**src/pkg/sps_pkg.sv**
```systemverilog
// Summary of operation
// - three-bit mode picks off, clocked sync, or async with 7/8/9 data bits
// - clock source bit: 0 internal divided clock, 1 external clock pin
// - stop length bit: 0 one stop bit, 1 two stop bits on transmit
// - parity on adds/checks parity; sense 0 odd, 1 even; sense unused otherwise
// - sync mode leaves framing, parity and summary error flags meaningless
// - sync mode transfers exactly eight data bits
// - internal clock is prescaled source over twice the sum of divisor and one
// - external sync transfer clock comes straight from the clock pin
// - transmit starts only with transmit enabled and buffer holding data, or in sync continuous receive after a buffer read
// - sync receive needs both enables and transmit data (or a continuous-mode buffer read), transmit makes clock
// - transmit flag on buffer move (select 0) or on shift complete (select 1)
// - receive flag rises when a finished character enters the receive buffer while no overrun is flagged
// - seventh bit of new character with buffer unread flags overrun, done flag kept
// - polarity 0 drives on falling, samples on rising; 1 the reverse
// - bit order selects LSB first or MSB first for sync transmit and receive; async is always LSB first
// - continuous receive: reading receive buffer starts the next reception
// - noise filter: three samples at 16x rate must agree, else hold level
package sps_pkg;
  localparam int          ADDR_W     = 12;
  localparam logic [9:0]  IDX_MODE   = 10'h080;
  localparam logic [9:0]  IDX_DIV    = 10'h081;
  localparam logic [9:0]  IDX_TXL    = 10'h082;
  localparam logic [9:0]  IDX_TXH    = 10'h083;
  localparam logic [9:0]  IDX_C0     = 10'h084;
  localparam logic [9:0]  IDX_C1     = 10'h085;
  localparam logic [9:0]  IDX_RXL    = 10'h086;
  localparam logic [9:0]  IDX_RXH    = 10'h087;
  localparam logic [9:0]  IDX_IRQ    = 10'h088;
  localparam logic [7:0]  MODE_RST   = 8'h00;
  localparam logic [7:0]  C0_RST     = 8'h08;
  localparam logic [7:0]  C1_RST     = 8'h02;
  localparam logic [7:0]  IRQ_RST    = 8'h00;
  localparam logic [7:0]  C0_WMASK   = 8'hD3;
  localparam logic [2:0]  MODE_OFF   = 3'h0;
  localparam logic [2:0]  MODE_SYNC  = 3'h1;
  localparam int          MR_CKSRC   = 3;
  localparam int          MR_STOP    = 4;
  localparam int          MR_PSENSE  = 5;
  localparam int          MR_PON     = 6;
  localparam int          C0_TXEPT   = 3;
  localparam int          C0_DFE     = 4;
  localparam int          C0_POL     = 6;
  localparam int          C0_MSB     = 7;
  localparam int          C1_TE      = 0;
  localparam int          C1_TI      = 1;
  localparam int          C1_RE      = 2;
  localparam int          C1_RI      = 3;
  localparam int          C1_IRS     = 4;
  localparam int          C1_CONT    = 5;
  localparam int          IRQ_TXF    = 2;
  localparam int          IRQ_RXF    = 3;
  localparam logic [1:0]  PRE_F8     = 2'h1;
  localparam logic [1:0]  PRE_F32    = 2'h2;
  localparam logic [3:0]  NBITS_BASE = 4'h7;
  localparam logic [3:0]  SYNC_LAST  = 4'h7;
  localparam logic [3:0]  OVR_IDX    = 4'h6;
  localparam logic [3:0]  OVS_MID    = 4'h7;
  localparam logic [3:0]  OVS_LAST   = 4'hF;
  typedef enum logic [1:0] {
    SPS_TX_IDLE = 2'b00,
    SPS_TX_SYNC = 2'b01,
    SPS_TX_UART = 2'b10
  } sps_tx_st_t;
  typedef enum logic [1:0] {
    SPS_RX_IDLE = 2'b00,
    SPS_RX_SYNC = 2'b01,
    SPS_RX_HUNT = 2'b10,
    SPS_RX_UART = 2'b11
  } sps_rx_st_t;
endpackage

```
**src/hw/sps_clk_div.sv**
```systemverilog
`timescale 1ns/10ps
`default_nettype none
module sps_clk_div #(
  parameter int DIV_W = 8
) (
  // clock and reset
  input  wire logic             sys_clk,
  input  wire logic             rst_n,
  // rate setting
  input  wire logic [1:0]       pre_sel,
  input  wire logic [DIV_W-1:0] divisor,
  // one-cycle enable at fi/(n+1)
  output logic                  tick
);
  logic [4:0]       pre_ff;
  logic [DIV_W-1:0] cnt_ff;
  logic             pre_en;

  always_comb begin
    if (pre_sel == sps_pkg::PRE_F8) begin
      pre_en = (pre_ff[2:0] == 3'h7);
    end else if (pre_sel == sps_pkg::PRE_F32) begin
      pre_en = (pre_ff == 5'h1F);
    end else begin
      pre_en = 1'b1;
    end
  end

  always_ff @(posedge sys_clk or negedge rst_n) begin
    if (!rst_n) begin
      pre_ff <= 5'h00;
    end else begin
      pre_ff <= pre_ff + 5'h01;
    end
  end

  // half period of the transfer clock is n+1 source cycles
  always_ff @(posedge sys_clk or negedge rst_n) begin
    if (!rst_n) begin
      cnt_ff <= '0;
    end else if (pre_en) begin
      cnt_ff <= (cnt_ff >= divisor) ? '0 : cnt_ff + 1'b1;
    end
  end

  assign tick = pre_en && (cnt_ff >= divisor);
endmodule
`default_nettype wire

```
**src/hw/sps_rx_filter.sv**
```systemverilog
`timescale 1ns/10ps
`default_nettype none
module sps_rx_filter (
  // clock and reset
  input  wire logic sys_clk,
  input  wire logic rst_n,
  // control
  input  wire logic sample_en,
  input  wire logic filt_on,
  // line
  input  wire logic rx_in,
  output logic      rx_out
);
  logic [2:0] lat_ff;
  logic       out_ff;

  always_ff @(posedge sys_clk or negedge rst_n) begin
    if (!rst_n) begin
      lat_ff <= 3'h7;
    end else if (sample_en) begin
      lat_ff <= {lat_ff[1:0], rx_in};
    end
  end

  // disagreement is noise: keep the last agreed level
  always_ff @(posedge sys_clk or negedge rst_n) begin
    if (!rst_n) begin
      out_ff <= 1'b1;
    end else if ((&lat_ff) || !(|lat_ff)) begin
      out_ff <= lat_ff[0];
    end
  end

  assign rx_out = filt_on ? out_ff : rx_in;

  filter_agree_a: assert property (@(posedge sys_clk) disable iff (!rst_n)
    $changed(out_ff) |-> $past(lat_ff) == {3{out_ff}})
    else $error("filter passed a level without three agreeing samples");
endmodule
`default_nettype wire

```
**src/hw/sps_top.sv**
```systemverilog
// The APB register port was left to the implementer.
`timescale 1ns/10ps
`default_nettype none
module sps_top (
  // clock and reset
  input  wire logic        sys_clk,
  input  wire logic        resetn,
  // apb slave
  input  wire logic        psel,
  input  wire logic        penable,
  input  wire logic        pwrite,
  input  wire logic [11:0] paddr,
  input  wire logic [31:0] pwdata,
  output logic [31:0]      prdata,
  output logic             pready,
  output logic             pslverr,
  // serial pins
  output logic             serial_tx_pin,
  input  wire logic        serial_rx_pin,
  input  wire logic        serial_clock_pin,
  output logic             serial_clock_out,
  output logic             serial_clock_oe,
  // event flags
  output logic             tx_irq_flag,
  output logic             rx_done_flag
);
  logic [1:0]  rst_sync_ff;
  logic        rst_n;
  logic [7:0]  mode_ff, div_ff, c0_ff;
  logic [8:0]  txb_ff, rxb_ff;
  logic        te_ff, re_ff, irs_ff, cont_ff, ti_ff, ri_ff, arm_ff;
  logic        ovr_ff, fer_ff, per_ff, txf_ff, rxf_ff;
  logic        acc, wr, rd, hit;
  logic [9:0]  idx;
  logic [7:0]  rd_mux;
  logic [2:0]  mode;
  logic        is_sync, is_uart, ext, pol, msb, pon, psense;
  logic [3:0]  nbits;
  logic        tick, pin_prev_ff, pin_rise, pin_fall, ub;
  logic        clk_lvl_ff, drive_ev, sample_ev;
  sps_pkg::sps_tx_st_t tx_st_ff;
  sps_pkg::sps_rx_st_t rx_st_ff;
  logic [12:0] frame, tx_frame_ff;
  logic [3:0]  frame_len, tx_len_ff, tx_idx_ff, tx_ovs_ff;
  logic        tx_pin_ff, sync_start, uart_start, tx_load, tx_end, tx_idle;
  logic [10:0] rx_sh_ff, nxt_rx_sh;
  logic [3:0]  rx_idx_ff, rx_ovs_ff, rx_total;
  logic        rx_filt, rx_bit, rx_take, rx_last, rx_store, ovr_hit;
  logic [8:0]  rx_data;
  logic        rx_fer, rx_per, p_calc;

  // reset release through two flops
  always_ff @(posedge sys_clk or negedge resetn) begin
    if (!resetn) begin
      rst_sync_ff <= 2'h0;
    end else begin
      rst_sync_ff <= {rst_sync_ff[0], 1'b1};
    end
  end
  assign rst_n = rst_sync_ff[1];

  // apb decode, zero wait states
  assign idx     = paddr[11:2];
  assign acc     = psel && penable;
  assign wr      = acc && pwrite && hit;
  assign rd      = acc && !pwrite && hit;
  assign hit     = (idx >= sps_pkg::IDX_MODE) && (idx <= sps_pkg::IDX_IRQ);
  assign pready  = 1'b1;
  assign pslverr = acc && !hit;
  assign prdata  = rd ? {24'h000000, rd_mux} : 32'h00000000;

  // mode decode
  assign mode    = mode_ff[2:0];
  assign is_sync = (mode == sps_pkg::MODE_SYNC);
  assign is_uart = mode[2] && !(mode[1] && mode[0]);
  assign nbits   = sps_pkg::NBITS_BASE + {2'h0, mode[1:0]};
  assign ext     = mode_ff[sps_pkg::MR_CKSRC];
  assign pon     = mode_ff[sps_pkg::MR_PON];
  assign psense  = mode_ff[sps_pkg::MR_PSENSE];
  assign pol     = c0_ff[sps_pkg::C0_POL];
  assign msb     = c0_ff[sps_pkg::C0_MSB];
  assign tx_idle = (tx_st_ff == sps_pkg::SPS_TX_IDLE);

  always_comb begin
    rd_mux = 8'h00;
    case (idx)
      sps_pkg::IDX_MODE: rd_mux = mode_ff;
      sps_pkg::IDX_DIV:  rd_mux = div_ff;
      sps_pkg::IDX_C0:   rd_mux = c0_ff | {4'h0, tx_idle, 3'h0};
      sps_pkg::IDX_C1:   rd_mux = {2'h0, cont_ff, irs_ff, ri_ff, re_ff, ti_ff, te_ff};
      sps_pkg::IDX_RXL:  rd_mux = rxb_ff[7:0];
      sps_pkg::IDX_RXH:  rd_mux = {ovr_ff | fer_ff | per_ff, per_ff, fer_ff, ovr_ff,
                                   3'h0, rxb_ff[8]};
      sps_pkg::IDX_IRQ:  rd_mux = {4'h0, rxf_ff, txf_ff, 2'h0};
      default:           rd_mux = 8'h00;
    endcase
  end

  // configuration registers
  always_ff @(posedge sys_clk or negedge rst_n) begin
    if (!rst_n) begin
      mode_ff <= sps_pkg::MODE_RST;
      div_ff  <= 8'h00;
      c0_ff   <= sps_pkg::C0_RST & sps_pkg::C0_WMASK;
      te_ff   <= sps_pkg::C1_RST[sps_pkg::C1_TE];
      re_ff   <= sps_pkg::C1_RST[sps_pkg::C1_RE];
      irs_ff  <= sps_pkg::C1_RST[sps_pkg::C1_IRS];
      cont_ff <= sps_pkg::C1_RST[sps_pkg::C1_CONT];
      txb_ff  <= 9'h000;
    end else if (wr) begin
      case (idx)
        sps_pkg::IDX_MODE: mode_ff <= {1'b0, pwdata[6:0]};
        sps_pkg::IDX_DIV:  div_ff <= pwdata[7:0];
        sps_pkg::IDX_TXL:  txb_ff[7:0] <= pwdata[7:0];
        sps_pkg::IDX_TXH:  txb_ff[8] <= pwdata[0];
        sps_pkg::IDX_C0:   c0_ff <= pwdata[7:0] & sps_pkg::C0_WMASK;
        sps_pkg::IDX_C1: begin
          te_ff   <= pwdata[sps_pkg::C1_TE];
          re_ff   <= pwdata[sps_pkg::C1_RE];
          irs_ff  <= pwdata[sps_pkg::C1_IRS];
          cont_ff <= pwdata[sps_pkg::C1_CONT];
        end
        default: ;
      endcase
    end
  end

  // buffer-empty flag: a new write beats the move so fresh data is never dropped
  always_ff @(posedge sys_clk or negedge rst_n) begin
    if (!rst_n) begin
      ti_ff <= sps_pkg::C1_RST[sps_pkg::C1_TI];
    end else if (wr && idx == sps_pkg::IDX_TXL) begin
      ti_ff <= 1'b0;
    end else if (tx_load) begin
      ti_ff <= 1'b1;
    end
  end

  // event flags: hardware set wins over a software clear
  always_ff @(posedge sys_clk or negedge rst_n) begin
    if (!rst_n) begin
      txf_ff <= sps_pkg::IRQ_RST[sps_pkg::IRQ_TXF];
      rxf_ff <= sps_pkg::IRQ_RST[sps_pkg::IRQ_RXF];
    end else begin
      if ((irs_ff ? tx_end : tx_load)) begin
        txf_ff <= 1'b1;
      end else if (wr && idx == sps_pkg::IDX_IRQ && !pwdata[sps_pkg::IRQ_TXF]) begin
        txf_ff <= 1'b0;
      end
      if (rx_store && !ovr_ff && !ovr_hit) begin
        rxf_ff <= 1'b1;
      end else if (wr && idx == sps_pkg::IDX_IRQ && !pwdata[sps_pkg::IRQ_RXF]) begin
        rxf_ff <= 1'b0;
      end
    end
  end
  assign tx_irq_flag  = txf_ff;
  assign rx_done_flag = rxf_ff;

  // clock generation and edge events
  sps_clk_div #(
    .DIV_W(8)
  ) u_div (
    .sys_clk(sys_clk),
    .rst_n  (rst_n),
    .pre_sel(c0_ff[1:0]),
    .divisor(div_ff),
    .tick   (tick)
  );

  // pin is taken as synchronous, so one flop suffices for edge detection
  always_ff @(posedge sys_clk or negedge rst_n) begin
    if (!rst_n) begin
      pin_prev_ff <= 1'b1;
    end else begin
      pin_prev_ff <= serial_clock_pin;
    end
  end
  assign pin_rise = serial_clock_pin && !pin_prev_ff;
  assign pin_fall = !serial_clock_pin && pin_prev_ff;
  assign ub       = ext ? pin_rise : tick;

  always_comb begin
    if (ext) begin
      drive_ev  = pol ? pin_rise : pin_fall;
      sample_ev = pol ? pin_fall : pin_rise;
    end else begin
      drive_ev  = tick && (clk_lvl_ff == !pol);
      sample_ev = tick && (clk_lvl_ff == pol);
    end
  end

  // transfer clock idles at the level set by polarity
  always_ff @(posedge sys_clk or negedge rst_n) begin
    if (!rst_n) begin
      clk_lvl_ff <= 1'b1;
    end else if (tx_st_ff != sps_pkg::SPS_TX_SYNC) begin
      clk_lvl_ff <= !pol;
    end else if (tick && !ext) begin
      clk_lvl_ff <= !clk_lvl_ff;
    end
  end
  assign serial_clock_out = clk_lvl_ff;
  assign serial_clock_oe  = is_sync && !ext;

  // transmit frame: async start, data, optional parity, stop bits; sync eight data bits only
  always_comb begin
    frame  = 13'h1FFF;
    p_calc = (^(txb_ff & ~(9'h1FF << nbits))) ^ !psense;
    if (is_sync) begin
      for (int i = 0; i < 8; i++) begin
        frame[i] = msb ? txb_ff[7 - i] : txb_ff[i];
      end
      frame_len = 4'h8;
    end else begin
      frame[0] = 1'b0;
      for (int i = 0; i < 9; i++) begin
        if (i < int'(nbits)) begin
          frame[i + 1] = txb_ff[i];
        end
      end
      if (pon) begin
        frame[nbits + 4'h1] = p_calc;
      end
      frame_len = nbits + {3'h0, pon} + 4'h2 + {3'h0, mode_ff[sps_pkg::MR_STOP]};
    end
  end

  assign sync_start = is_sync && te_ff && tx_idle
                      && (!ti_ff || (cont_ff && arm_ff && re_ff));
  assign uart_start = is_uart && te_ff && tx_idle && !ti_ff;
  assign tx_load    = (sync_start || uart_start) && !ti_ff;
  assign tx_end     = (tx_st_ff == sps_pkg::SPS_TX_SYNC && sample_ev && tx_idx_ff == sps_pkg::SYNC_LAST)
                   || (tx_st_ff == sps_pkg::SPS_TX_UART && ub && tx_ovs_ff == sps_pkg::OVS_LAST
                       && tx_idx_ff == tx_len_ff - 4'h1);

  // transmitter; dropping enable or mode aborts the character
  always_ff @(posedge sys_clk or negedge rst_n) begin
    if (!rst_n) begin
      tx_st_ff    <= sps_pkg::SPS_TX_IDLE;
      tx_frame_ff <= 13'h1FFF;
      tx_len_ff   <= 4'h0;
      tx_idx_ff   <= 4'h0;
      tx_ovs_ff   <= 4'h0;
      tx_pin_ff   <= 1'b1;
    end else if (!te_ff || !(is_sync || is_uart)) begin
      tx_st_ff  <= sps_pkg::SPS_TX_IDLE;
      tx_pin_ff <= 1'b1;
    end else begin
      case (tx_st_ff)
        sps_pkg::SPS_TX_IDLE: begin
          tx_pin_ff <= 1'b1;
          if (sync_start || uart_start) begin
            tx_frame_ff <= ti_ff ? 13'h1FFF : frame;
            tx_len_ff   <= frame_len;
            tx_idx_ff   <= 4'h0;
            tx_ovs_ff   <= 4'h0;
            tx_st_ff    <= is_sync ? sps_pkg::SPS_TX_SYNC : sps_pkg::SPS_TX_UART;
            if (uart_start) begin
              tx_pin_ff <= frame[0];
            end
          end
        end
        sps_pkg::SPS_TX_SYNC: begin
          if (drive_ev) begin
            tx_pin_ff <= tx_frame_ff[tx_idx_ff];
          end
          if (sample_ev) begin
            tx_idx_ff <= tx_idx_ff + 4'h1;
            if (tx_end) begin
              tx_st_ff <= sps_pkg::SPS_TX_IDLE;
            end
          end
        end
        sps_pkg::SPS_TX_UART: begin
          if (ub) begin
            tx_ovs_ff <= tx_ovs_ff + 4'h1;
            if (tx_ovs_ff == sps_pkg::OVS_LAST) begin
              tx_idx_ff <= tx_idx_ff + 4'h1;
              tx_pin_ff <= tx_end ? 1'b1 : tx_frame_ff[tx_idx_ff + 4'h1];
              if (tx_end) begin
                tx_st_ff <= sps_pkg::SPS_TX_IDLE;
              end
            end
          end
        end
        default: tx_st_ff <= sps_pkg::SPS_TX_IDLE;
      endcase
    end
  end
  assign serial_tx_pin = tx_pin_ff;

  // receive path
  sps_rx_filter u_filt (
    .sys_clk  (sys_clk),
    .rst_n    (rst_n),
    .sample_en(ub),
    .filt_on  (c0_ff[sps_pkg::C0_DFE]),
    .rx_in    (serial_rx_pin),
    .rx_out   (rx_filt)
  );

  assign rx_total = nbits + {3'h0, pon} + 4'h1;
  assign rx_bit   = is_sync ? serial_rx_pin : rx_filt;
  assign rx_take  = (rx_st_ff == sps_pkg::SPS_RX_SYNC && sample_ev)
                 || (rx_st_ff == sps_pkg::SPS_RX_UART && ub && rx_ovs_ff == sps_pkg::OVS_LAST);
  assign rx_last  = is_sync ? (rx_idx_ff == sps_pkg::SYNC_LAST) : (rx_idx_ff == rx_total - 4'h1);
  assign rx_store = rx_take && rx_last;
  assign ovr_hit  = rx_take && (rx_idx_ff == sps_pkg::OVR_IDX) && ri_ff;

  always_comb begin
    nxt_rx_sh = rx_sh_ff;
    nxt_rx_sh[rx_idx_ff] = rx_bit;
    rx_data = nxt_rx_sh[8:0] & ~(9'h1FF << nbits);
    if (is_sync) begin
      for (int i = 0; i < 8; i++) begin
        rx_data[i] = msb ? nxt_rx_sh[7 - i] : nxt_rx_sh[i];
      end
      rx_data[8] = 1'b0;
    end
    rx_per = !is_sync && pon && ((^rx_data) ^ nxt_rx_sh[nbits] ^ !psense);
    rx_fer = !is_sync && !nxt_rx_sh[nbits + {3'h0, pon}];
  end

  // receiver; sync reception is launched together with a transmit
  always_ff @(posedge sys_clk or negedge rst_n) begin
    if (!rst_n) begin
      rx_st_ff  <= sps_pkg::SPS_RX_IDLE;
      rx_sh_ff  <= 11'h7FF;
      rx_idx_ff <= 4'h0;
      rx_ovs_ff <= 4'h0;
    end else if (!re_ff || !(is_sync || is_uart)) begin
      rx_st_ff <= sps_pkg::SPS_RX_IDLE;
    end else begin
      if (rx_take) begin
        rx_sh_ff  <= nxt_rx_sh;
        rx_idx_ff <= rx_idx_ff + 4'h1;
      end
      if (ub) begin
        rx_ovs_ff <= rx_ovs_ff + 4'h1;
      end
      case (rx_st_ff)
        sps_pkg::SPS_RX_IDLE: begin
          rx_idx_ff <= 4'h0;
          rx_ovs_ff <= 4'h0;
          if (sync_start) begin
            rx_st_ff <= sps_pkg::SPS_RX_SYNC;
          end else if (is_uart && ub && !rx_filt) begin
            rx_st_ff <= sps_pkg::SPS_RX_HUNT;
          end
        end
        sps_pkg::SPS_RX_SYNC: begin
          if (rx_store) begin
            rx_st_ff <= sps_pkg::SPS_RX_IDLE;
          end
        end
        sps_pkg::SPS_RX_HUNT: begin
          if (ub && rx_ovs_ff == sps_pkg::OVS_MID) begin
            rx_ovs_ff <= 4'h0;
            rx_st_ff  <= rx_filt ? sps_pkg::SPS_RX_IDLE : sps_pkg::SPS_RX_UART;
          end
        end
        sps_pkg::SPS_RX_UART: begin
          if (rx_store) begin
            rx_st_ff <= sps_pkg::SPS_RX_IDLE;
          end
        end
        default: rx_st_ff <= sps_pkg::SPS_RX_IDLE;
      endcase
    end
  end

  // receive buffer and its status
  always_ff @(posedge sys_clk or negedge rst_n) begin
    if (!rst_n) begin
      rxb_ff <= 9'h000;
      fer_ff <= 1'b0;
      per_ff <= 1'b0;
    end else if (rx_store) begin
      rxb_ff <= rx_data;
      fer_ff <= rx_fer;
      per_ff <= rx_per;
    end
  end

  always_ff @(posedge sys_clk or negedge rst_n) begin
    if (!rst_n) begin
      ri_ff  <= 1'b0;
      ovr_ff <= 1'b0;
      arm_ff <= 1'b0;
    end else begin
      if (rx_store) begin
        ri_ff <= 1'b1;
      end else if (rd && idx == sps_pkg::IDX_RXL) begin
        ri_ff <= 1'b0;
      end
      if (ovr_hit) begin
        ovr_ff <= 1'b1;
      end else if (!re_ff || !(is_sync || is_uart)) begin
        ovr_ff <= 1'b0;
      end
      if (rd && idx == sps_pkg::IDX_RXL && cont_ff) begin
        arm_ff <= 1'b1;
      end else if (sync_start) begin
        arm_ff <= 1'b0;
      end
    end
  end

  mode_off_idle_a: assert property (@(posedge sys_clk) disable iff (!rst_n)
    !(is_sync || is_uart) |=> tx_idle && rx_st_ff == sps_pkg::SPS_RX_IDLE)
    else $error("engines active while serial interface disabled");

  tx_start_cond_a: assert property (@(posedge sys_clk) disable iff (!rst_n)
    tx_load |-> te_ff && !ti_ff ##1 (ti_ff || ($past(wr) && $past(idx) == sps_pkg::IDX_TXL)))
    else $error("transmit buffer moved without enable or data");

  sync_rx_cond_a: assert property (@(posedge sys_clk) disable iff (!rst_n)
    rx_st_ff == sps_pkg::SPS_RX_IDLE ##1 rx_st_ff == sps_pkg::SPS_RX_SYNC
    |-> $past(re_ff) && $past(te_ff) && tx_st_ff == sps_pkg::SPS_TX_SYNC)
    else $error("sync reception began without transmit");

  sync_eight_bits_a: assert property (@(posedge sys_clk) disable iff (!rst_n)
    $fell(tx_st_ff == sps_pkg::SPS_TX_SYNC) && $past(te_ff) && $past(is_sync)
    |-> tx_idx_ff == 4'h8)
    else $error("sync transfer did not carry eight bits");

  tx_flag_src_a: assert property (@(posedge sys_clk) disable iff (!rst_n)
    (tx_load && !irs_ff) || (tx_end && irs_ff) |=> txf_ff)
    else $error("transmit flag missed its event");

  rx_flag_set_a: assert property (@(posedge sys_clk) disable iff (!rst_n)
    rx_store && !ovr_ff && !ovr_hit |=> rxf_ff && ri_ff)
    else $error("receive flag not raised on store");

  overrun_flag_a: assert property (@(posedge sys_clk) disable iff (!rst_n)
    ovr_hit |=> ovr_ff ##0 (rxf_ff == $past(rxf_ff) || !$past(rxf_ff)))
    else $error("overrun not flagged or done flag disturbed");

  clk_idle_pol_a: assert property (@(posedge sys_clk) disable iff (!rst_n)
    tx_idle && $past(tx_idle) && !ext && $stable(pol) |-> serial_clock_out == !pol)
    else $error("transfer clock not at idle level");

  uart_start_low_a: assert property (@(posedge sys_clk) disable iff (!rst_n)
    uart_start |=> !serial_tx_pin [*2])
    else $error("async character lacks low start bit");

  uart_idle_high_a: assert property (@(posedge sys_clk) disable iff (!rst_n)
    tx_idle && $past(tx_idle) |-> serial_tx_pin)
    else $error("line not idle high between characters");
endmodule
`default_nettype wire

```
**config.mk**
```make
export PLATFORM = sky130hd
export DESIGN_NAME = sps_top
export DESIGN_NICKNAME = d
export VERILOG_FILES = /design/src/pkg/sps_pkg.sv /design/src/hw/sps_clk_div.sv /design/src/hw/sps_rx_filter.sv /design/src/hw/sps_top.sv
export SDC_FILE = /design/constraint.sdc
export NUM_CORES = 1
export LEC_CHECK = 0
export BUFFER_PORTS_ARGS = -buffer_cell sky130_fd_sc_hd__buf_2
export CAP_MARGIN = 40
export CORE_MARGIN = 3
export CORE_UTILIZATION = 54
export DETAILED_ROUTE_END_ITERATION = 8
export GPL_ROUTABILITY_DRIVEN = 0
export GPL_TIMING_DRIVEN = 0
export PLACE_DENSITY = 0.77
export SYNTH_ARGS = -nofsm -noshare
export SYNTH_HDL_FRONTEND = slang
export SYNTH_HIERARCHICAL = 1
export SYNTH_SLANG_ARGS = --single-unit
export TNS_END_PERCENT = 5
```
**constraint.sdc**
```tcl
create_clock -name sys_clk -period 3.6 [get_ports sys_clk]
set_input_delay 0.36 -clock sys_clk [delete_from_list [all_inputs] [get_ports sys_clk]]
set_output_delay 0.36 -clock sys_clk [all_outputs]
set_load 0.01 [all_outputs]
```
==> summary.md <==
| Metric | Value |
|---|---|
| CTS sink cnt | `120` |
| Post-synthesis sequential area ratio | `0.376` |
| FFs w/ async S/R, synth | `1.00` |
| Fin crit period | `3.49 ns` |
| Sw Ratio | `0.246` |
| First drt pass iteration count | `5` |
| Root Buffer | `clkbuf_16` |
| Maxcap violations | `0` |
| Max Root-Sink Buffers | `2` |
| Initial antenna violation count | `0` |
| Core area | `14600 µm²` |
| Critical Path Source Type | `flip-flop` |
| Pins Over Slew Limit | `0` |
| Initial DRC count | `516` |
| Power, Total | `0.00329 W` |
| CTS tree | `built` |
| Comb power frac | `0.047` |
| Tcrit/Tclk final | `0.970` |
| PwrDens | `353 nW/µm²` |
| Status | `finished, final reports clean` |
| Worst hold path type | `in -> reg` |
| Path depth of the worst reg2reg path | `10` |
| RSZ-0062 raised after global routing | `yes` |
| Die Ht | `128 µm` |
| Number of fill cells | `1170` |
| Syn avg cell area | `9.57 µm²` |
| GRT Overall Usage | `0.250` |
| Clock skew | `0.00979 ns` |
| VDD IR-drop max | `0.404 mV` |
| Clk_lat worst skew | `0.43 ns` |
| Clk slew on worst S/H paths | `0.06 ns` |
| Worst R2R Start | `mode_ff[1]` |
| Fmax | `286 MHz` |
| Cell taking the most area after synthesis | `dfrtp_1` |
| Critical path capture point type | `flip-flop` |
| Post-synth top area share | `0.272` |
| Vias | `6622` |
| Sequential share of power | `0.422` |
| P_sw | `0.000811 W` |
| Row cnt | `44` |
| DRC Markers | `0` |
| Largest net degree at the start of global routing | `61` |
| Worst-path maximum fanout | `10` |
| Clock share of power | `0.532` |
| CTS Buf Count | `17` |
| Origin of the worst setup path | `mode_ff[1]` |
| FF-to-FF End | `per_ff` |
| WL/cell | `17.8 µm` |
| Post-synth EDFFs | `0` |
| Final Hold Fails | `0` |
| Drt total wl | `20.0 mm` |
| Kind of critical path | `reg -> reg` |
| Critical path arrival | `3.84 ns` |
| Worst setup endpoint | `per_ff` |
| Vias per cell | `5.89` |
| Post-route ant nets | `0` |
| #FFs+latches synth | `120` |
| Final net count | `1016` |
| Ys flop type | `dfrtp_1` |
| Initial Util | `0.555` |
| IO Count | `90` |
| P_leak | `4.17 nW` |
| GR Overflow Total | `0` |
| Worst Slack Setup Final | `0.108 ns` |
| Mapped Cells | `846` |
| Post-synthesis cell area | `8100 µm²` |
| Top cells by area, synth | `dfrtp_1, dfstp_2, mux2_2, ha_1, nand2_1` |
| Die Span X | `128 µm` |
| Worst slew pin tran | `0.784 ns` |
| Post-place setup slack | `-0.749 ns` |
| Layout cell share with drive strength beyond 1 | `0.258` |
| DIE AREA | `16500 µm²` |
| First-pass GRT wire length | `32.7 mm` |
| I/O Buffers | `36` |
| Vias in the first global route | `6246` |
| Max-slew headroom | `0.473` |
| Synth warnings | `6` |
| Diodes inserted | `0` |
| CP Data Required Time | `3.95 ns` |
| Synth unique cells | `81` |
| Synth-to-Final Area Change | `15.0%` |
| Final setup fails | `0` |
| DP HPWL | `14.7 mm` |
| Pint | `0.00248 W` |
| Htree depth | `4` |
| R2R setup slack | `0.11 ns` |
[timing repair]
item	4_1_cts	5_1_grt
hold endpoints to repair	2	0
hold buffers	1	0
setup endpoints to repair	34	31
buffers inserted	1	0
pin swaps	2	0
resized for setup	9	4
[synth_stat cells, drive strengths merged (4+ instances only)]
master,instances
nor4b,4
a21o,8
mux2i,27
a21oi,46
a221oi,9
mux2,51
o31ai,5
or3,7
and3b,5
o21ai,64
dfstp,32
clkbuf,25
dfrtp,88
nand2b,13
inv,34
nor4,4
mux4,10
a22o,6
nand2,87
nand3b,7
buf,43
and3,5
nor3,26
nor3b,7
o22ai,4
nor2b,12
nor2,50
or2,4
a211oi,4
and2,6
a31oi,9
ha,37
xnor2,19
nand3,30
xor2,11
a22oi,7
[worst min path at each step]
| stage | from | slack, ns | cells after the start | end |
|---|---|---|---|---|
| after CTS | serial_clock_pin | 0.06 | 1 | pin_prev_ff |
| final | serial_clock_pin | 0.07 | 1 | pin_prev_ff |
| after detailed placement | resetn | 0.15 | 1 | rst_sync_ff[0] |
| after global routing | serial_clock_pin | 0.08 | 1 | pin_prev_ff |
| after floorplan | resetn | 0.06 | 0 | rst_sync_ff[0] |
| after global placement | resetn | 0.15 | 1 | rst_sync_ff[0] |
[kinds of logic (layout without fill, tap and decap cells)]
kind of cell	Yosys count	after routing	synth area share
fa+ha+maj	37	37	0.0572
simple gates	277	277	0.180
buf+inv	102	173	0.0635
flops	120	120	0.376
compound gates	187	187	0.147
xor+xnor	33	33	0.0408
mux	88	88	0.135
other cells	2	26	0.000927
[metrics by stage]
step | cells | hold WS [ns] | util | cell area [µm²] | setup TNS (ns)
finish | 1125 | 0.0738 | 0.638 | 9310 | 0
global placement | 1090 | 0.147 | 0.590 | 8600 | -127.96
global route | 1125 | 0.0755 | 0.638 | 9310 | -0.0840
floorplan | 870 | 0.0644 | - | 8190 | 0
CTS | 1125 | 0.0602 | 0.638 | 9300 | 0
detailed placement | 1092 | 0.148 | 0.592 | 8640 | -11.34
[sequential cells by signal (all words and copies together) (netlist names), 2 cells and up]
name           flops
tx_frame_ff       13
rx_sh_ff          11
rxb_ff             9
txb_ff             9
div_ff             8
u_div/cnt_ff       8
mode_ff            7
c0_ff              5
u_div/pre_ff       5
rx_idx_ff          4
rx_ovs_ff          4
tx_idx_ff          4
tx_len_ff          4
tx_ovs_ff          4
u_filt/lat_ff      3
rst_sync_ff        2
rx_st_ff           2
tx_st_ff           2
[power by group through the flow]
stage / Combinational, W / Sequential [W] / Clock [W]
after floorplan: 0.0000943 / 0.00141 / 0
after global placement: 0.000130 / 0.00142 / 0
after detailed placement: 0.000150 / 0.00141 / 0
after CTS: 0.000152 / 0.00139 / 0.00177
after global routing: 0.000168 / 0.00139 / 0.00183
final: 0.000154 / 0.00139 / 0.00175
[routing by layer]
metal	vias up	GRT usage	wire [µm]
met5	-	0	0
met4	0	0.0811	311
met1	3173	0.349	8890
met3	25	0.0411	1280
met2	277	0.401	9560
li1	3147	-	-
[worst max-delay path, cell delays in order (launching register included)]
cell,delay (ns)
dfrtp_1,0.46
inv_1,0.22
ha_1,0.37
nor2b_4,0.28
mux2i_4,0.39
buf_6,0.19
a21oi_1,0.11
mux4_2,0.48
a211oi_2,0.30
xnor3_1,0.48
o22ai_2,0.12
[area by class of cell]
class                      count  area [µm²]  area share
sequential                   120        3050       0.327
inverter                      34         128      0.0137
buffer                        67         387      0.0415
clock buffer                  17         425      0.0457
timing repair buffer          40         230      0.0247
tap                          184         230      0.0247
clock inverter                15         185      0.0199
multi-input combinational    648        4680       0.502
[cells in the final DEF (no fill, tap or decap), types with 8 or more instances in the layout]
| master | instances |
|---|---|
| a21oi_1 | 44 |
| mux2_2 | 47 |
| a221oi_1 | 8 |
| nor2_1 | 49 |
| o21ai_0 | 60 |
| dfrtp_1 | 86 |
| clkbuf_1 | 23 |
| clkbuf_16 | 17 |
| nand2b_1 | 13 |
| mux4_2 | 10 |
| xor2_1 | 11 |
| conb_1 | 26 |
| mux2i_1 | 26 |
| ha_1 | 37 |
| nand2_1 | 87 |
| nand3_1 | 30 |
| nor2b_1 | 10 |
| buf_2 | 45 |
| nor3_1 | 24 |
| buf_4 | 28 |
| a31oi_1 | 8 |
| xnor2_1 | 19 |
| dfstp_2 | 32 |
| inv_1 | 33 |
Power figures use the tool's default switching activity.
